**config.mk**
```make
export PLATFORM = sky130hd
export DESIGN_NAME = pgs_strap_top
export DESIGN_NICKNAME = d
export VERILOG_FILES = /design/src/pgs_sync2.v /design/src/pgs_strap_top.v
export VERILOG_INCLUDE_DIRS = /design/src
export SDC_FILE = /design/constraint.sdc
export NUM_CORES = 1
export LEC_CHECK = 0
export BUFFER_PORTS_ARGS = -buffer_cell sky130_fd_sc_hd__buf_2
export CORE_MARGIN = 3
export CORE_UTILIZATION = 40
export CTS_CLUSTER_DIAMETER = 80
export CTS_CLUSTER_SIZE = 40
export DETAILED_ROUTE_END_ITERATION = 7
export GPL_TIMING_DRIVEN = 0
export PLACE_DENSITY = 0.68
export SYNTH_ARGS = -nofsm -noshare
export SYNTH_HDL_FRONTEND = slang
export SYNTH_SLANG_ARGS = --single-unit
```
**constraint.sdc**
```tcl
create_clock -name MCLK -period 3 [get_ports MCLK]
set_clock_uncertainty 0.1 [all_clocks]
set_input_delay 0.45 -clock MCLK [delete_from_list [all_inputs] [get_ports MCLK]]
set_output_delay 0.45 -clock MCLK [all_outputs]
set_load 0.01 [all_outputs]
```
**src/pgs_regs.vh**
```
// pgs_regs.vh: constants for the power-good strap and test mode entry block.
// assumes inclusion by bare name from plain Verilog-2005 design files.
`ifndef PGS_REGS_VH
`define PGS_REGS_VH

// strap status byte: the same layout as the configuration byte at D4h of the bridge function
`define PGS_CFG_OFFSET      8'hd4
`define PGS_NO_REBOOT_BIT   1
`define PGS_SAFE_MODE_BIT   2

// strap setup time, counted in bus clocks
`define PGS_STRAP_SETUP_CLK 4

// low-time counts for test mode decoding
`define PGS_TM_NAND1_CNT    5'h04
`define PGS_TM_NAND4_CNT    5'h07
`define PGS_TM_ALLZ_CNT     5'h08
`define PGS_TM_RSV_LO_CNT   5'h0a
`define PGS_TM_RSV_HI_CNT   5'h18
`define PGS_TM_CNT_MAX      5'h1f

// test mode encodings
`define PGS_TM_NONE         3'h0
`define PGS_TM_NAND1        3'h1
`define PGS_TM_NAND2        3'h2
`define PGS_TM_NAND3        3'h3
`define PGS_TM_NAND4        3'h4
`define PGS_TM_ALLZ         3'h5

// system power states
`define PGS_ST_S0           3'h0
`define PGS_ST_S1           3'h1
`define PGS_ST_S3           3'h3
`define PGS_ST_S4           3'h4
`define PGS_ST_S5           3'h5
`define PGS_ST_G3           3'h7

`endif

```
**src/pgs_sync2.v**
```verilog
// pgs_sync2.v: two-flop synchroniser for a single pin level.
// assumes the pin is asynchronous to clk; reset level is a parameter.
`timescale 1ns/1ps
module pgs_sync2
#(
   parameter RST_VAL = 1'b0
)
(
   // clock and reset
   input  wire clk,
   input  wire rst_n,
   // level in and out
   input  wire din,
   output wire dout
);

   reg meta_r;
   reg sync_r;

   always @(posedge clk or negedge rst_n)
   begin
      if (!rst_n)
      begin
         meta_r <= RST_VAL;
         sync_r <= RST_VAL;
      end
      else
      begin
         meta_r <= din;
         sync_r <= meta_r;
      end
   end

   assign dout = sync_r;

endmodule // pgs_sync2

```
**src/pgs_strap_top.v**
```verilog
// pgs_strap_top.v: strap capture at power-good rise, test mode entry by the
// length of a low pulse on rtc reset, and power-plane pin state control.
// assumes MCLK is the 33 MHz bus clock domain; all pins are asynchronous.
//
// Summary of operation
// - capture each strap once at power-good rise, then release pins to normal use
// - speaker strap captured low disables watchdog reboot; weak pull-up
// - reboot-inhibit strap readable as bit 1 of config byte D4h
// - codec serial-out captured high drives processor speed straps to safe mode
// - safe-speed strap readable as bit 2 of config byte D4h
// - while power good high, count clocks with rtc reset low; the count holds between pulses and clears only when power good drops or rises
// - count 4-7 nand chains 1-4, 8 all-z, else no test mode
// - core and hub plane outputs undriven in S3, S4, S5 and G3
// - resume plane outputs keep states through S3-S5, undriven in G3
// - all outputs identical in S4 and S5
// - high-impedance listed pin has its driver disabled
// - undefined listed pin is driven, its value not guaranteed
// - running listed pin keeps toggling
`timescale 1ns/1ps
`include "pgs_regs.vh"
module pgs_strap_top
(
   // clock and reset
   input  wire       MCLK,
   input  wire       NRST,
   // power good, rtc reset and bus reset pins
   input  wire       POWER_GOOD,
   input  wire       RTC_RESET_N,
   input  wire       BUS_RESET_OUT_N,
   // strap pins, input side
   input  wire       SPEAKER_STRAP_PIN_I,
   input  wire       CODEC_SERIAL_OUT_I,
   // strap pins, functional output side
   input  wire       SPEAKER_DATA,
   input  wire       CODEC_SERIAL_DATA,
   output wire       SPEAKER_STRAP_PIN_O,
   output wire       SPEAKER_STRAP_PIN_OE,
   output wire       CODEC_SERIAL_OUT_O,
   output wire       CODEC_SERIAL_OUT_OE,
   output wire       SPEAKER_PULLUP_EN,
   output wire       CODEC_PULLDOWN_EN,
   // captured strap results
   output wire [7:0] STRAP_CFG_BYTE,
   output wire       WATCHDOG_REBOOT_EN,
   output wire       SAFE_SPEED_SEL,
   output wire       STRAPS_VALID,
   // test mode
   output wire [2:0] TEST_MODE,
   output wire       TEST_MODE_LOCKED,
   // power state and plane output enables
   input  wire [2:0] SLEEP_STATE,
   input  wire       CORE_DRIVE_REQ,
   input  wire       RESUME_DRIVE_REQ,
   output wire       CORE_PLANE_OE,
   output wire       HUB_PLANE_OE,
   output wire       RESUME_PLANE_OE,
   // running clock output on the resume plane
   output wire       SUSPEND_CLK_OUT
);

   // test mode decode from the low-time count
   function [2:0] pgs_decode;
      input [4:0] cnt;
      begin
         if (cnt >= `PGS_TM_NAND1_CNT && cnt <= `PGS_TM_NAND4_CNT)
            pgs_decode = cnt[2:0] - 3'h3;
         else if (cnt == `PGS_TM_ALLZ_CNT)
            pgs_decode = `PGS_TM_ALLZ;
         else
            pgs_decode = `PGS_TM_NONE;
      end
   endfunction

   // a plane is powered unless the state removes main (or standby) power
   function main_on;
      input [2:0] st;
      begin
         main_on = (st == `PGS_ST_S0) || (st == `PGS_ST_S1);
      end
   endfunction

   wire       pg_s;
   wire       rtc_n_s;
   wire       bus_rst_n_s;
   wire       speaker_strap_pin_s;
   wire       codec_s;

   pgs_sync2 #(.RST_VAL(1'b0)) u_sync_pg
   (
      .clk  (MCLK),
      .rst_n(NRST),
      .din  (POWER_GOOD),
      .dout (pg_s)
   );

   pgs_sync2 #(.RST_VAL(1'b1)) u_sync_rtc
   (
      .clk  (MCLK),
      .rst_n(NRST),
      .din  (RTC_RESET_N),
      .dout (rtc_n_s)
   );

   pgs_sync2 #(.RST_VAL(1'b0)) u_sync_brst
   (
      .clk  (MCLK),
      .rst_n(NRST),
      .din  (BUS_RESET_OUT_N),
      .dout (bus_rst_n_s)
   );

   // straps see the same two-flop delay as power good so the capture
   // looks at levels that were stable before the rise
   pgs_sync2 #(.RST_VAL(1'b1)) u_sync_speaker_strap_pin
   (
      .clk  (MCLK),
      .rst_n(NRST),
      .din  (SPEAKER_STRAP_PIN_I),
      .dout (speaker_strap_pin_s)
   );

   pgs_sync2 #(.RST_VAL(1'b0)) u_sync_codec
   (
      .clk  (MCLK),
      .rst_n(NRST),
      .din  (CODEC_SERIAL_OUT_I),
      .dout (codec_s)
   );

   reg        pg_d_r;
   reg        no_reboot_r;
   reg        safe_mode_r;
   reg        valid_r;
   reg [4:0]  low_cnt_r;
   reg [4:0]  low_cnt_nxt;
   reg        rtc_d_r;
   reg [2:0]  tmode_r;
   reg        locked_r;
   reg        sus_clk_r;

   wire pg_rise = pg_s & ~pg_d_r;
   wire rtc_rise = rtc_n_s & ~rtc_d_r;

   // strap capture, one shot per power-good rise
   always @(posedge MCLK or negedge NRST)
   begin
      if (!NRST)
      begin
         pg_d_r      <= 1'b0;
         no_reboot_r <= 1'b0;
         safe_mode_r <= 1'b0;
         valid_r     <= 1'b0;
      end
      else
      begin
         pg_d_r <= pg_s;
         if (pg_rise)
         begin
            no_reboot_r <= ~speaker_strap_pin_s;
            safe_mode_r <= codec_s;
            valid_r     <= 1'b1;
         end
         else if (!pg_s)
            valid_r <= 1'b0;
      end
   end

   // low-time counter saturates so long pulses decode as no test mode
   always @*
   begin
      low_cnt_nxt = low_cnt_r;
      if (!pg_s || pg_rise)
         low_cnt_nxt = 5'h00;
      else if (!rtc_n_s && low_cnt_r != `PGS_TM_CNT_MAX)
         low_cnt_nxt = low_cnt_r + 5'h01;
   end

   always @(posedge MCLK or negedge NRST)
   begin
      if (!NRST)
      begin
         low_cnt_r <= 5'h00;
         rtc_d_r   <= 1'b1;
         tmode_r   <= `PGS_TM_NONE;
         locked_r  <= 1'b0;
      end
      else
      begin
         rtc_d_r   <= rtc_n_s;
         low_cnt_r <= low_cnt_nxt;
         if (!pg_s || pg_rise)
         begin
            tmode_r  <= `PGS_TM_NONE;
            locked_r <= 1'b0;
         end
         else if (rtc_rise && !locked_r && low_cnt_r != 5'h00)
         begin
            // reserved counts 10..24 are the board's to avoid; they decode as none
            tmode_r  <= pgs_decode(low_cnt_r);
            locked_r <= 1'b1;
         end
      end
   end

   // free-running divided clock, stands for the resume plane running pin
   always @(posedge MCLK or negedge NRST)
   begin
      if (!NRST)
         sus_clk_r <= 1'b0;
      else
         sus_clk_r <= ~sus_clk_r;
   end

   wire main_pwr   = main_on(SLEEP_STATE);
   wire resume_pwr = (SLEEP_STATE != `PGS_ST_G3);
   wire all_z      = (tmode_r == `PGS_TM_ALLZ);

   // S4 and S5 both fall outside main_on, so they share one set of levels
   assign CORE_PLANE_OE   = main_pwr & CORE_DRIVE_REQ & ~all_z;
   assign HUB_PLANE_OE    = main_pwr & ~all_z;
   assign RESUME_PLANE_OE = resume_pwr & RESUME_DRIVE_REQ & ~all_z;
   assign SUSPEND_CLK_OUT = resume_pwr & sus_clk_r;

   // straps are only inputs until captured; afterwards the pins get their
   // functions back, gated by bus reset so the speaker stays tri-stated in reset
   wire pins_free = valid_r & bus_rst_n_s & main_pwr & ~all_z;
   assign SPEAKER_STRAP_PIN_O  = SPEAKER_DATA;
   assign SPEAKER_STRAP_PIN_OE = pins_free;
   // codec data may be undefined right after reset; driver shares the speaker's pins_free gate, bus reset included
   assign CODEC_SERIAL_OUT_O   = CODEC_SERIAL_DATA;
   assign CODEC_SERIAL_OUT_OE  = pins_free;
   assign SPEAKER_PULLUP_EN    = ~valid_r;
   assign CODEC_PULLDOWN_EN    = ~valid_r;

   assign STRAP_CFG_BYTE     = {5'h00, safe_mode_r, no_reboot_r, 1'b0};
   assign WATCHDOG_REBOOT_EN = ~no_reboot_r;
   assign SAFE_SPEED_SEL     = safe_mode_r;
   assign STRAPS_VALID       = valid_r;
   assign TEST_MODE          = tmode_r;
   assign TEST_MODE_LOCKED   = locked_r;

endmodule // pgs_strap_top

```
==> out/qor.yml <==
status:
  run_status: "completed"
clock_network:
  root_buffer: "clkbuf_4"
  cts_sinks: 25
  cts_tree: "done"
  insertion_delay_ns: 0.31
  cts_buffers: 3
  htree_levels: 1
  cts.clk_slew.worst_paths_ns: 0.14
  ctsResizeCount: 0
  clock_path_buffers: 2
  post-cts-setup-buffers: 0
floorplan:
  dieArea_mm2: 0.00340
  initial_core_util_pct: 43.0
  coreArea_mm2: 0.00254
  die_h_um: 58.3
  die_w_um: 58.3
  ios: 39
  fp-row-count: 18
yosys:
  synth_top_cell_by_area: "dfrtp_1"
  syn-instance-count: 96
  synth_cell_types: 27
  syn_area_mm2: 0.00109
  syn_area_per_cell_um2: 11.4
  synth_top_area_share_pct: 45.8
  ys_seq_area_share_pct: 57.8
  synth.area.top_cells: "dfrtp_1, dfstp_2, buf_4"
  yosys_warnings: 0
  ys_seq_elements: 25
pwr:
  switching_power_uw: 141
  p_clk_share_pct: 25.2
  seq_power_share_pct: 62.2
  p_int_uw: 441
  combPwrFrac_pct: 12.6
  leakage_uw: 0.000673
  power_density_mw_per_mm2: 434
  peakVddDrop_v: 0.000259
  p_sw_share_pct: 24.2
sta:
  tightest_slew_ns: 0.679
  finalCritPeriodShare_pct: 68.5
  rsz0062_at_grt: "false"
  drv_slew: 0
  whs_ns: 0.113
  setup_viol: 0
  hold_viol: 0
  finalWorstSetupSlack_ns: 0.944
  fin_setup_tns_ns: 0
  period_needed_ns: 2.06
  fmax_ghz: 0.486
  relSlewSlack_pct: 54.1
placed_design:
  place_ws_ns: 1.03
  dpl.hpwl_mm: 1.43
  io_buffers: 30
  gp_congestion: 0.718
  dp_cells: 161
layout:
  drive_gt1_share_pct: 39.0
  fin_cells: 166
  final_core_util_pct: 52.7
  diodes: 0
  nets: 154
  syn_to_final_growth_pct: 22.5
  final_common_cell: "buf_2"
  final_cell_mix: "buf_2, dfrtp_1, buf_4"
route:
  drt_iter0_drc: 6
  vias_per_cell: 4.57
  routed_wl_mm: 1.80
  drc_errors: 0
  first_pass_iters: 4
  wl_per_cell_um: 10.8
  vias: 758
  antenna_left: 0
worst_hold_path:
  min_path_cells: 1
  hp-class: "primary input to flop"
flow_run:
  cap_violations: 0
critical_path:
  cp-start-kind: "flop"
  arrival_ns: 1.51
  crit_fanout: 4
  worstSetupPathType: "flop to primary output"
  r2r_cells: 5
  required_ns: 2.45
  endpoint_kind: "primary output"
grt:
  antenna_found_initial: 0
  grt_first_pass_wirelength_mm: 3.03
  grt_util_all_layers_pct: 11.5
  grt_pass1_vias: 690
  globalRouteOverflowTotal: 0
  grt_start_max_net_pins: 26
through the flow:
| step | power (uW) | cell area, um^2 |
|---|---|---|
| finish | 582 | 1340 |
| global route | 615 | 1340 |
| CTS | 595 | 1340 |
| detailed placement | 442 | 1300 |
| global placement | 440 | 1300 |
| floorplan | 409 | 1110 |
worst max-delay path, cell delays in order, from the launching register on:
cell,delay (ns)
dfrtp_1,0.43
a311oi_1,0.35
and3_1,0.22
buf_4,0.10
buf_2,0.11
final timing paths:
kind,from,to,slack [ns]
min in group asynchronous,NRST,no_reboot_r,0.53
worst min-delay path,RTC_RESET_N,u_sync_rtc.meta_r,0.11
worst min register to register,u_sync_brst.meta_r,u_sync_brst.dout,0.27
max in group asynchronous,NRST,u_sync_rtc.meta_r,1.91
worst max register to register,low_cnt_r[0],low_cnt_r[3],1.02
worst max-delay path,TEST_MODE[2],SPEAKER_STRAP_PIN_OE,0.94
cell families after synthesis:
kind of cell | after synthesis | synth area share (%)
XOR/XNOR | 2 | 1.60
flip-flops | 25 | 57.8
buffers and inverters | 18 | 10.3
other | 1 | 0.343
multiplexers | 1 | 1.03
adder cells (fa/ha/maj) | 3 | 3.43
AO/OA/AOI/OAI | 19 | 10.1
AND/OR/NAND/NOR | 27 | 15.4
layout make-up:
type	count	area, um^2
fill	245	1200
sequential	25	632
multi-input combinational	58	368
timing repair buffer	31	160
buffer	12	90.1
tap	30	37.5
clock buffer	3	22.5
inverter	6	22.5
clock inverter	1	7.51
Yosys cell counts (all sizes together):
| master | number |
|---|---|
| a21oi | 6 |
| a21boi | 1 |
| or4 | 2 |
| a311oi | 1 |
| ha | 3 |
| conb | 1 |
| xnor2 | 2 |
| buf | 12 |
| nor4b | 2 |
| nand4bb | 1 |
| and2 | 2 |
| inv | 6 |
| nand2 | 5 |
| a31oi | 1 |
| mux2 | 1 |
| nand2b | 1 |
| nor2 | 4 |
| dfstp | 5 |
| o31ai | 1 |
| or3b | 1 |
| nor3b | 2 |
| and3 | 2 |
| o21ba | 1 |
| nand3 | 2 |
| and3b | 3 |
| o21ai | 8 |
| dfrtp | 20 |
state kept, by name, summed over array words and instances, names as in the netlist:
signal and cells:
sus_clk_r 1, u_sync_brst.meta_r 1, SAFE_SPEED_SEL 1, STRAPS_VALID 1, u_sync_brst.dout 1, u_sync_pg.meta_r 1
u_sync_speaker_strap_pin.dout 1, u_sync_pg.dout 1, low_cnt_r 5, TEST_MODE_LOCKED 1, TEST_MODE 3, pg_d_r 1
no_reboot_r 1, rtc_d_r 1, u_sync_rtc.meta_r 1, u_sync_rtc.dout 1, u_sync_speaker_strap_pin.meta_r 1, u_sync_codec.dout 1
u_sync_codec.meta_r 1
metal layers:
layer	GRT usage (%)	vias to the layer above	wire (um)
li1	-	389	-
met1	14.2	340	732
met2	20.1	27	909
met3	2.00	2	145
met4	3.97	0	13
met5	0	-	0
repair_timing:
action,in CTS,in global routing
endpoints found under the setup margin,0,0
hold endpoints to repair,6,0
hold buffers,1,0
power groups by stage:
stage                     combinational, uW  clock (uW)  sequential, uW
after floorplan                        41.3           0             368
after global placement                 72.2           0             368
after detailed placement               73.7           0             368
after CTS                              74.8         158             362
after global routing                   82.6         167             365
final                                  73.2         147             362
Power figures use the tool's default switching activity.
